### src/hdl/lsir_pkg.sv
// package for the light sensor interrupt reporting block
package lsir_pkg;
  // register byte addresses
  localparam logic [7:0] ADDR_CONFIG = 8'h00;
  localparam logic [7:0] ADDR_LOW_LIMIT = 8'h04;
  localparam logic [7:0] ADDR_HIGH_LIMIT = 8'h08;
  localparam logic [7:0] ADDR_RESULT = 8'h0c;
  localparam logic [7:0] ADDR_IRQ_STATUS = 8'h10;
  localparam logic [7:0] ADDR_IRQ_MASK = 8'h14;
  localparam logic [7:0] ADDR_EVENT = 8'h18;
  // config field positions
  localparam int CFG_FAULT_LSB = 0;
  localparam int CFG_LEVEL_SEL_BIT = 3;
  localparam int CFG_LATCH_BIT = 4;
  localparam int CFG_FLAG_LOW_BIT = 5;
  localparam int CFG_FLAG_HIGH_BIT = 6;
  localparam int CFG_READY_BIT = 7;
  localparam int CFG_MODE_LSB = 9;
  // low limit mode bits position (top two bits of 16)
  localparam int LOW_MODE_LSB = 14;
  localparam logic [1:0] LOW_MODE_EOC = 2'b11;
  localparam logic [1:0] OP_SHUTDOWN = 2'b00;
  // event register bits
  localparam int EVT_CONV_BIT = 0;
  localparam int EVT_ALERT_BIT = 1;
  // reset values
  localparam logic [15:0] CONFIG_RST = 16'h0010;
  localparam logic [15:0] LOW_RST = 16'h0000;
  localparam logic [15:0] HIGH_RST = 16'hffff;
  // interrupt status bits
  localparam int IRQ_HIGH_BIT = 0;
  localparam int IRQ_LOW_BIT = 1;
  localparam int IRQ_CONV_BIT = 2;
endpackage

### src/hdl/lsir_fault_if.sv
// interface carrying one limit comparison to a fault counter
`timescale 1ns/1ns
`default_nettype none
interface lsir_fault_if;
  logic conv;
  logic over;
  logic [1:0] count_sel;
  logic fault;
  modport ctl (output conv, output over, output count_sel, input fault);
  modport cnt (input conv, input over, input count_sel, output fault);
endinterface
`default_nettype wire

### src/hdl/lsir_fault_cnt.sv
// consecutive fault counter for one limit
`timescale 1ns/1ns
`default_nettype none
module lsir_fault_cnt (
  // clock and reset
  input wire logic pclk,
  input wire logic presetn,
  // comparison link
  lsir_fault_if.cnt f
);
  logic [3:0] cnt_r;
  logic [3:0] need;
  logic [3:0] cnt_nxt;
  // fault count field 0..3 means 1,2,4,8 faults
  assign need = 4'h1 << f.count_sel;
  assign cnt_nxt = f.over ? ((cnt_r == 4'hf) ? cnt_r : cnt_r + 4'h1) : 4'h0;
  // a streak past the target keeps firing on every further conversion
  assign f.fault = f.conv && f.over && (cnt_nxt >= need);
  // streak resets when a conversion stays within the limit
  always_ff @(posedge pclk or negedge presetn) begin
    if (!presetn) begin
      cnt_r <= 4'h0;
    end else if (f.conv) begin
      cnt_r <= cnt_nxt;
    end
  end

  // a passing conversion must end the streak
  streak_reset_a: assert property (@(posedge pclk) disable iff (!presetn)
    f.conv && !f.over |=> cnt_r == 4'h0)
    else $error("fault streak not reset");
endmodule // lsir_fault_cnt
`default_nettype wire

### src/hdl/lsir_top.sv
// interrupt reporting logic of an ambient light sensor, with apb registers
// Behaviour
// - low limit top bits 11b select end-of-conversion mode
// - end-of-conversion mode raises the interrupt after every measurement
// - eoc latched: high fault sets high flag, interrupt and ready
// - eoc latched: low fault sets low flag, interrupt and ready
// - eoc: conversion without fault keeps flags, raises interrupt, sets ready
// - eoc latched: config read clears flags, interrupt, ready; alert clears interrupt only
// - config write selecting shutdown keeps flags, ready and interrupt
// - non-shutdown config write clears ready; interrupt cleared in eoc, or when latched and latch bit written low (prose followed)
// - latch bit selects latched window or transparent hysteresis
// - transparent: high fault sets high, low fault sets low and drops interrupt outside eoc
// - alert response ignored while latch bit is clear
// - pin level follows polarity bit
`timescale 1ns/1ns
`default_nettype none
module lsir_top (
  // apb clock and reset
  input wire logic pclk,
  input wire logic presetn,
  // apb slave
  input wire logic psel,
  input wire logic penable,
  input wire logic pwrite,
  input wire logic [7:0] paddr,
  input wire logic [31:0] pwdata,
  output logic [31:0] prdata,
  output logic pready,
  output logic pslverr,
  // converter side, same clock
  input wire logic conv_done,
  input wire logic [15:0] conv_result,
  input wire logic alert_resp,
  // outputs
  output logic int_pin,
  output logic irq
);
  logic [15:0] cfg_r;
  logic [15:0] low_r;
  logic [15:0] high_r;
  logic [15:0] result_r;
  logic flag_high_r, flag_low_r, ready_r, int_act_r;
  logic [2:0] irq_stat_r, irq_mask_r;
  logic [31:0] prdata_r;
  logic int_pin_r, irq_r;
  lsir_fault_if hi_if ();
  lsir_fault_if lo_if ();

  // apb decode
  wire acc = psel && penable;
  wire wr = acc && pwrite;
  wire rd = acc && !pwrite;
  wire cfg_rd = rd && (paddr == lsir_pkg::ADDR_CONFIG);
  wire cfg_wr = wr && (paddr == lsir_pkg::ADDR_CONFIG);
  wire low_wr = wr && (paddr == lsir_pkg::ADDR_LOW_LIMIT);
  wire high_wr = wr && (paddr == lsir_pkg::ADDR_HIGH_LIMIT);
  wire stat_wr = wr && (paddr == lsir_pkg::ADDR_IRQ_STATUS);
  wire mask_wr = wr && (paddr == lsir_pkg::ADDR_IRQ_MASK);
  wire evt_wr = wr && (paddr == lsir_pkg::ADDR_EVENT);
  wire mapped = (paddr == lsir_pkg::ADDR_CONFIG) || (paddr == lsir_pkg::ADDR_LOW_LIMIT)
    || (paddr == lsir_pkg::ADDR_HIGH_LIMIT) || (paddr == lsir_pkg::ADDR_RESULT)
    || (paddr == lsir_pkg::ADDR_IRQ_STATUS) || (paddr == lsir_pkg::ADDR_IRQ_MASK)
    || (paddr == lsir_pkg::ADDR_EVENT);

  // conversion and alert events, either from ports or from software pokes
  wire conv = conv_done || (evt_wr && pwdata[lsir_pkg::EVT_CONV_BIT]);
  wire alert = alert_resp || (evt_wr && pwdata[lsir_pkg::EVT_ALERT_BIT]);
  wire [15:0] res = conv_done ? conv_result : result_r;

  // mode decode
  wire eoc = low_r[lsir_pkg::LOW_MODE_LSB +: 2] == lsir_pkg::LOW_MODE_EOC;
  wire latch = cfg_r[lsir_pkg::CFG_LATCH_BIT];
  wire level_sel = cfg_r[lsir_pkg::CFG_LEVEL_SEL_BIT];
  wire level_sel_nxt = cfg_wr ? pwdata[lsir_pkg::CFG_LEVEL_SEL_BIT] : level_sel;
  wire [1:0] opmode = pwdata[lsir_pkg::CFG_MODE_LSB +: 2];
  wire run_wr = cfg_wr && (opmode != lsir_pkg::OP_SHUTDOWN);

  // comparisons feed the two fault counters
  assign hi_if.conv = conv;
  assign hi_if.over = res > high_r;
  assign hi_if.count_sel = cfg_r[lsir_pkg::CFG_FAULT_LSB +: 2];
  assign lo_if.conv = conv;
  assign lo_if.over = res < low_r;
  assign lo_if.count_sel = cfg_r[lsir_pkg::CFG_FAULT_LSB +: 2];
  lsir_fault_cnt u_hi (.pclk(pclk), .presetn(presetn), .f(hi_if));
  lsir_fault_cnt u_lo (.pclk(pclk), .presetn(presetn), .f(lo_if));
  wire hf = hi_if.fault;
  wire lf = lo_if.fault;

  // next flag state: events win over clears in the same cycle
  logic fh_nxt, fl_nxt, rdy_nxt, int_nxt;
  always_comb begin
    fh_nxt = flag_high_r;
    fl_nxt = flag_low_r;
    rdy_nxt = ready_r;
    int_nxt = int_act_r;
    if (latch) begin
      // latched window: clears first, then events set
      if (cfg_rd) begin
        fh_nxt = 1'b0;
        fl_nxt = 1'b0;
        int_nxt = 1'b0;
      end
      if (alert) begin
        int_nxt = 1'b0;
      end
      if (eoc && run_wr) begin
        int_nxt = 1'b0;
      end
      // after leaving eoc a run write clears the interrupt only if it writes the latch bit low
      if (!eoc && run_wr && !pwdata[lsir_pkg::CFG_LATCH_BIT]) begin
        int_nxt = 1'b0;
      end
      if (hf) begin
        fh_nxt = 1'b1;
        int_nxt = 1'b1;
      end
      if (lf) begin
        fl_nxt = 1'b1;
        int_nxt = 1'b1;
      end
    end else begin
      // transparent hysteresis: alert ignored
      if (eoc && (cfg_rd || run_wr)) begin
        int_nxt = 1'b0;
      end
      if (hf) begin
        fh_nxt = 1'b1;
        fl_nxt = 1'b0;
        int_nxt = 1'b1;
      end
      if (lf) begin
        fl_nxt = 1'b1;
        fh_nxt = 1'b0;
        int_nxt = eoc;
      end
    end
    if (cfg_rd || run_wr) begin
      rdy_nxt = 1'b0;
    end
    if (conv) begin
      rdy_nxt = 1'b1;
      if (eoc) begin
        int_nxt = 1'b1;
      end
    end
  end

  // flag state
  always_ff @(posedge pclk or negedge presetn) begin
    if (!presetn) begin
      flag_high_r <= 1'b0;
      flag_low_r <= 1'b0;
      ready_r <= 1'b0;
      int_act_r <= 1'b0;
    end else begin
      flag_high_r <= fh_nxt;
      flag_low_r <= fl_nxt;
      ready_r <= rdy_nxt;
      int_act_r <= int_nxt;
    end
  end

  // pin level registered so it is glitch free toward the host
  always_ff @(posedge pclk or negedge presetn) begin
    if (!presetn) begin
      int_pin_r <= 1'b1;
    end else begin
      int_pin_r <= int_nxt ~^ level_sel_nxt;
    end
  end

  // configuration and limit registers; flag bits of config are read only
  always_ff @(posedge pclk or negedge presetn) begin
    if (!presetn) begin
      cfg_r <= lsir_pkg::CONFIG_RST;
      low_r <= lsir_pkg::LOW_RST;
      high_r <= lsir_pkg::HIGH_RST;
      result_r <= 16'h0000;
    end else begin
      if (cfg_wr) cfg_r <= pwdata[15:0];
      if (low_wr) low_r <= pwdata[15:0];
      if (high_wr) high_r <= pwdata[15:0];
      if (conv_done) result_r <= conv_result;
    end
  end

  // sticky interrupt status, write one to clear, set wins
  wire [2:0] ev = {rdy_nxt & ~ready_r, fl_nxt & ~flag_low_r, fh_nxt & ~flag_high_r};
  wire [2:0] stat_nxt = (irq_stat_r & ~(stat_wr ? pwdata[2:0] : 3'h0)) | ev;
  always_ff @(posedge pclk or negedge presetn) begin
    if (!presetn) begin
      irq_stat_r <= 3'h0;
      irq_mask_r <= 3'h0;
      irq_r <= 1'b0;
    end else begin
      irq_stat_r <= stat_nxt;
      if (mask_wr) irq_mask_r <= pwdata[2:0];
      irq_r <= |(stat_nxt & (mask_wr ? pwdata[2:0] : irq_mask_r));
    end
  end

  // read mux, config shows live flags
  logic [15:0] cfg_view;
  always_comb begin
    cfg_view = cfg_r;
    cfg_view[lsir_pkg::CFG_FLAG_HIGH_BIT] = flag_high_r;
    cfg_view[lsir_pkg::CFG_FLAG_LOW_BIT] = flag_low_r;
    cfg_view[lsir_pkg::CFG_READY_BIT] = ready_r;
  end
  wire [31:0] rmux =
    (paddr == lsir_pkg::ADDR_CONFIG) ? {16'h0000, cfg_view} :
    (paddr == lsir_pkg::ADDR_LOW_LIMIT) ? {16'h0000, low_r} :
    (paddr == lsir_pkg::ADDR_HIGH_LIMIT) ? {16'h0000, high_r} :
    (paddr == lsir_pkg::ADDR_RESULT) ? {16'h0000, result_r} :
    (paddr == lsir_pkg::ADDR_IRQ_STATUS) ? {29'h0000_0000, irq_stat_r} :
    (paddr == lsir_pkg::ADDR_IRQ_MASK) ? {29'h0000_0000, irq_mask_r} : 32'h0000_0000;

  // apb answer: no wait state, pready registered
  logic pready_r, pslverr_r;
  always_ff @(posedge pclk or negedge presetn) begin
    if (!presetn) begin
      pready_r <= 1'b0;
      pslverr_r <= 1'b0;
      prdata_r <= 32'h0000_0000;
    end else begin
      pready_r <= psel && !penable;
      pslverr_r <= psel && !penable && !mapped;
      if (psel && !penable && !pwrite) prdata_r <= rmux;
    end
  end

  // access acts only at the completing edge
  wire done = acc && pready_r;
  assign prdata = prdata_r;
  assign pready = pready_r;
  assign pslverr = pslverr_r;
  assign int_pin = int_pin_r;
  assign irq = irq_r;

  // checks
  eoc_conv_int_a: assert property (@(posedge pclk) disable iff (!presetn)
    eoc && conv_done && !done |=> int_act_r && ready_r)
    else $error("eoc conversion did not raise interrupt");
  latch_hi_a: assert property (@(posedge pclk) disable iff (!presetn)
    latch && hf |=> flag_high_r && int_act_r)
    else $error("high fault not latched");
  latch_lo_a: assert property (@(posedge pclk) disable iff (!presetn)
    latch && lf |=> flag_low_r && int_act_r)
    else $error("low fault not latched");
  cfg_rd_clear_a: assert property (@(posedge pclk) disable iff (!presetn)
    latch && cfg_rd && !conv && !hf && !lf |=> !flag_high_r && !flag_low_r && !ready_r)
    else $error("config read did not clear");
  alert_keep_a: assert property (@(posedge pclk) disable iff (!presetn)
    latch && alert && !conv && !cfg_rd && !cfg_wr |=> !int_act_r && $stable(flag_high_r))
    else $error("alert response wrong");
  shutdown_keep_a: assert property (@(posedge pclk) disable iff (!presetn)
    cfg_wr && !run_wr && !conv && !alert |=> $stable(ready_r) && $stable(int_act_r))
    else $error("shutdown write changed state");
  run_wr_rdy_a: assert property (@(posedge pclk) disable iff (!presetn)
    run_wr && !conv |=> !ready_r)
    else $error("run write kept ready");
  trans_lo_a: assert property (@(posedge pclk) disable iff (!presetn)
    !latch && !eoc && lf && !hf |=> flag_low_r && !flag_high_r && !int_act_r)
    else $error("transparent low fault wrong");
  trans_alert_a: assert property (@(posedge pclk) disable iff (!presetn)
    !latch && !eoc && alert && !hf && !lf |=> $stable(int_act_r))
    else $error("alert not ignored");
  pin_pol_a: assert property (@(posedge pclk) disable iff (!presetn)
    ##1 int_pin == (int_act_r ~^ level_sel))
    else $error("pin level wrong");
  // mode and access rules that the directed tests reach only in part
  noeoc_keep_a: assert property (@(posedge pclk) disable iff (!presetn)
    !eoc && conv && !hf && !lf && !done && !alert |=> $stable(int_act_r))
    else $error("plain conversion moved interrupt");
  eoc_flags_keep_a: assert property (@(posedge pclk) disable iff (!presetn)
    eoc && conv && !hf && !lf && !done |=> $stable({flag_high_r, flag_low_r}))
    else $error("conversion without fault moved flags");
  ready_set_a: assert property (@(posedge pclk) disable iff (!presetn)
    conv |=> ready_r)
    else $error("conversion did not set ready");
  eoc_alert_rdy_a: assert property (@(posedge pclk) disable iff (!presetn)
    latch && eoc && alert && !conv && !done |=> $stable(ready_r))
    else $error("alert response moved ready");
  shutdown_flags_a: assert property (@(posedge pclk) disable iff (!presetn)
    cfg_wr && !run_wr && !conv |=> $stable({flag_high_r, flag_low_r}))
    else $error("shutdown write moved flags");
  eoc_run_int_a: assert property (@(posedge pclk) disable iff (!presetn)
    eoc && run_wr && !conv |=> !int_act_r && !ready_r)
    else $error("run write kept eoc interrupt");
  latch_drop_a: assert property (@(posedge pclk) disable iff (!presetn)
    latch && !eoc && run_wr && !pwdata[lsir_pkg::CFG_LATCH_BIT] && !conv |=> !int_act_r)
    else $error("latch drop kept interrupt");
  trans_hi_a: assert property (@(posedge pclk) disable iff (!presetn)
    !latch && hf && !lf |=> flag_high_r && !flag_low_r && int_act_r)
    else $error("transparent high fault wrong");
  trans_cfg_keep_a: assert property (@(posedge pclk) disable iff (!presetn)
    !latch && !eoc && done && !conv |=> $stable({int_act_r, flag_high_r, flag_low_r}))
    else $error("config access moved transparent state");
endmodule // lsir_top
`default_nettype wire

### config.mk
export PLATFORM = sky130hd
export DESIGN_NAME = lsir_top
export DESIGN_NICKNAME = d
export VERILOG_FILES = /design/src/hdl/lsir_pkg.sv /design/src/hdl/lsir_fault_if.sv /design/src/hdl/lsir_fault_cnt.sv /design/src/hdl/lsir_top.sv
export SDC_FILE = /design/constraint.sdc
export NUM_CORES = 1
export LEC_CHECK = 0
export BUFFER_PORTS_ARGS = -buffer_cell sky130_fd_sc_hd__buf_4
export CAP_MARGIN = 20
export CORE_ASPECT_RATIO = 1.2
export CORE_MARGIN = 3
export CORE_UTILIZATION = 50
export DETAILED_ROUTE_END_ITERATION = 12
export GPL_TIMING_DRIVEN = 1
export PLACE_DENSITY = 0.79
export SLEW_MARGIN = 20
export SYNTH_ARGS = -nofsm -noshare
export SYNTH_HDL_FRONTEND = slang
export SYNTH_SLANG_ARGS = --single-unit
### constraint.sdc
create_clock -name pclk -period 4.2 [get_ports pclk]
set_input_delay 0.84 -clock pclk [delete_from_list [all_inputs] [get_ports pclk]]
set_output_delay 0.84 -clock pclk [all_outputs]
set_load 0.1 [all_outputs]
==> impl_metrics.csv <==
group,metric,value,unit
setup_path,crit_type,"in2reg",
route,firstDrtPassIters,5,
setup_path,cp-start-kind,"primary input",
yosys,seq_area_frac_synth,45.4,%
power_and_ir_drop,power.density,417,nW/µm²
yosys,synthTopCellsByArea,"dfrtp_1 37%, mux2_2 13%, ha_1 9.3%",
yosys,ys_ff_latch,99,
clocking,tritoncts,"built",
clocking,clock-sinks,99,
setup_path,path_buf_inv,2,
sta,min_period_over_period,94.9,%
placed_design,dp.cells,705,
yosys,avgSynthCellArea,11.0,µm²
floorplan,dieWidth,102,µm
route,wl,13.6,mm
sta,min_period,3980,ps
setup_path,endpoint_kind,"flip-flop",
yosys,synthesis.area,5500,µm²
floorplan,start_util,51.8,%
setup_path,cp.required,4450,ps
floorplan,coreArea,10600,µm²
sta,hold_ws,441,ps
clocking,post_cts_buffers,0,
route,wl_per_cell,18.8,µm
final_layout,seqCellArea,2500,µm²
grt,grtUsageTotal,23.0,%
setup_path,slowest_stage,"a221o_1",
power_and_ir_drop,sw_frac_of_total,35.2,%
yosys,yosysMostFrequentCell,"dfrtp_1",
route,drt_iter0_markers,234,
power_and_ir_drop,p_sw,0.966,mW
floorplan,rows,41,
power_and_ir_drop,power.internal,1.78,mW
yosys,yosysTopAreaCell,"dfrtp_1",
route,vias_per_cell,5.88,
clocking,path_clk_slew,70,ps
grt,grt.overflow.total,0,
floorplan,die-area,12300,µm²
power_and_ir_drop,power,2.74,mW
yosys,synth-main-ff-cell,"dfrtp_1",
yosys,synth_edf_count,0,
placed_design,portBuffers,66,
placed_design,dp_hpwl,9.85,mm
final_layout,drive_gt1_share,35.6,%
grt,grt_max_degree,36,
power_and_ir_drop,clockPowerShare,30.8,%
yosys,synth_top_area_share,36.8,%
setup_path,arrival,4240,ps
final_layout,nFillCells,868,
setup_path,crit_path_max_incr_delay,370,ps
grt,antenna_found_initial,0,
yosys,postSynth.asyncResetShare,100,%
final_layout,final_util,62.0,%
yosys,yosysUniqueCellTypes,58,
power_and_ir_drop,vdd_drop_max,0.260,mV
setup_path,cpLargestDelayFamily,"compound AO/OA/AOI/OAI gates",
sta,tns,0,ps
power_and_ir_drop,combPwrFrac,28.4,%
clocking,insertion_delay,350,ps
final_layout,multi_input_area,2790,µm²
route,drt.antenna.violating_nets,0,
power_and_ir_drop,leakagePower,2.96,nW
final_layout,syn_to_final_growth,19.6,%
sta,slew_violations,0,
grt,grt_first_pass_wirelength,21.7,mm
setup_path,worstPathCellList,"buf_6, buf_4, mux2_2, ha_1, a21oi_1, o21ai_0, a221o_1, o31ai_4, nor3_1, ha_1, o21ai_0, a21oi_1, nor2_1, or3_4, a31oi_2, xnor2_1",
outcome,status,"completed",
route,vias,4240,
sta,final-setup-viol-count,0,
hold_path,hold_class,"in2async",
final_layout,nets,691,
clocking,h-tree-depth,3,
route,drc,0,
clocking,cts_inserted_buffers,9,
clocking,clock-root-buffer,"clkbuf_16",
clocking,clk_path_buf_depth,2,
sta,fin_skew,9.94,ps
power_and_ir_drop,seqPwrFrac,40.9,%
sta,worstMarginPinSlew,915,ps
placed_design,gp_congestion,0.900,
sta,max-slew-margin-rel,38.8,%
final_layout,antenna_cells,0,
clocking,holdBufCountCts,0,
flow_run,maxCapViolCount,0,
sta,max_freq,0.251,GHz
yosys,synth_warnings,0,
grt,grt_pass1_vias,4350,
yosys,synthCells,501,
setup_path,cp_max_fo,12,
final_layout,fin_cells,721,
yosys,synth_common_cells,"81 x dfrtp_1, 63 x mux2_2, 41 x ha_1",
floorplan,die_h,121,µm
sta,final_hold_viol_count,0,
floorplan,io_pins,99,
sta,rsz0062_at_grt,"no",
metrics by stage:
step                      area [µm²]  setup WS, ps
after floorplan                 5560          2.04
after global placement          6230          -295
after detailed placement        6230          -383
after CTS                       6550          60.0
after global routing            6580          26.8
final                           6580           216
final cells by class:
| type | instances | share of cell area [%] |
|---|---|---|
| Multi-Input combinational cell | 351 | 42.5 |
| Sequential cell | 99 | 38.0 |
| Timing Repair Buffer | 92 | 10.6 |
| Clock buffer | 11 | 3.69 |
| Tap cell | 129 | 2.45 |
| Inverter | 34 | 1.94 |
| Clock inverter | 5 | 0.913 |
logic make-up after synthesis:
kind of cell,count (synthesis),synth area share [%]
buf+inv,66,5.69
other cells,1,0.0682
simple gates,115,11.2
xor+xnor,3,0.478
compound gates,106,13.5
mux,70,14.3
flops,99,45.4
fa+ha+maj,41,9.32
power by group through the flow:
stage / clock (mW) / combinational (mW) / sequential (mW)
after CTS: 0.856 / 0.774 / 1.12
after floorplan: 0 / 0.337 / 1.34
final: 0.844 / 0.779 / 1.12
after global placement: 0 / 0.747 / 1.13
after global routing: 0.896 / 0.836 / 1.13
after detailed placement: 0 / 0.766 / 1.14
per-layer routing:
metal / vias to the layer above / GRT usage, % / wire, µm
met3: 14 / 4.31 / 833
met5: - / 0 / 0
met1: 2100 / 28.8 / 5600
li1: 1988 / - / -
met2: 138 / 40.1 / 6960
met4: 0 / 6.98 / 161
worst reg2reg max path: stages, from the launching register on:
cell     delay, ps
dfrtp_1        380
mux2_2         300
ha_1           300
a21oi_1        200
o21ai_0        130
a221o_1        370
o31ai_4        370
nor3_1         150
ha_1           300
o21ai_0         80
a21oi_1        120
nor2_1          60
or3_4          360
a31oi_2        220
xnor2_1        180
cells in the final DEF, fill, tap and decap left out, types with 17 or more instances in the layout:
master,instances
inv_1,34
nor2_1,35
mux2_2,63
dfstp_2,18
dfrtp_1,81
a31oi_1,17
ha_1,41
buf_4,91
nand2_1,24
a22oi_1,35
final timing paths:
check	startpoint	end	slack, ps	cells after the start
max reg2reg	result_r[5]$_DFF_PN0_	int_pin$_DFF_PN1_	580	14
min	presetn	prdata[9]$_DFFE_PN0P_	440	1
max	conv_done	int_pin$_DFF_PN1_	220	16
max in group asynchronous	presetn	high_r[14]$_DFFE_PN1P_	2930	2
min reg2reg	cfg_r[2]$_DFFE_PN0P_	cfg_r[2]$_DFFE_PN0P_	510	1
min in group pclk	cfg_r[2]$_DFFE_PN0P_	cfg_r[2]$_DFFE_PN0P_	510	1
registers in the layout, indices dropped and copies added (netlist names):
signal	count
prdata	16
pslverr	1
int_act_r	1
ready_r	1
flag_low_r	1
u_lo.cnt_r	4
low_r	16
irq_mask_r	3
int_pin	1
result_r	16
cfg_r	13
irq_stat_r	3
high_r	16
pready	1
flag_high_r	1
irq	1
u_hi.cnt_r	4
what timing repair did:
item / CTS / global route
gates resized for setup: 2 / 7
pin swaps: 0 / 3
setup endpoints to repair: 1 / 5
Note: power is estimated with default switching activity, not from simulation.
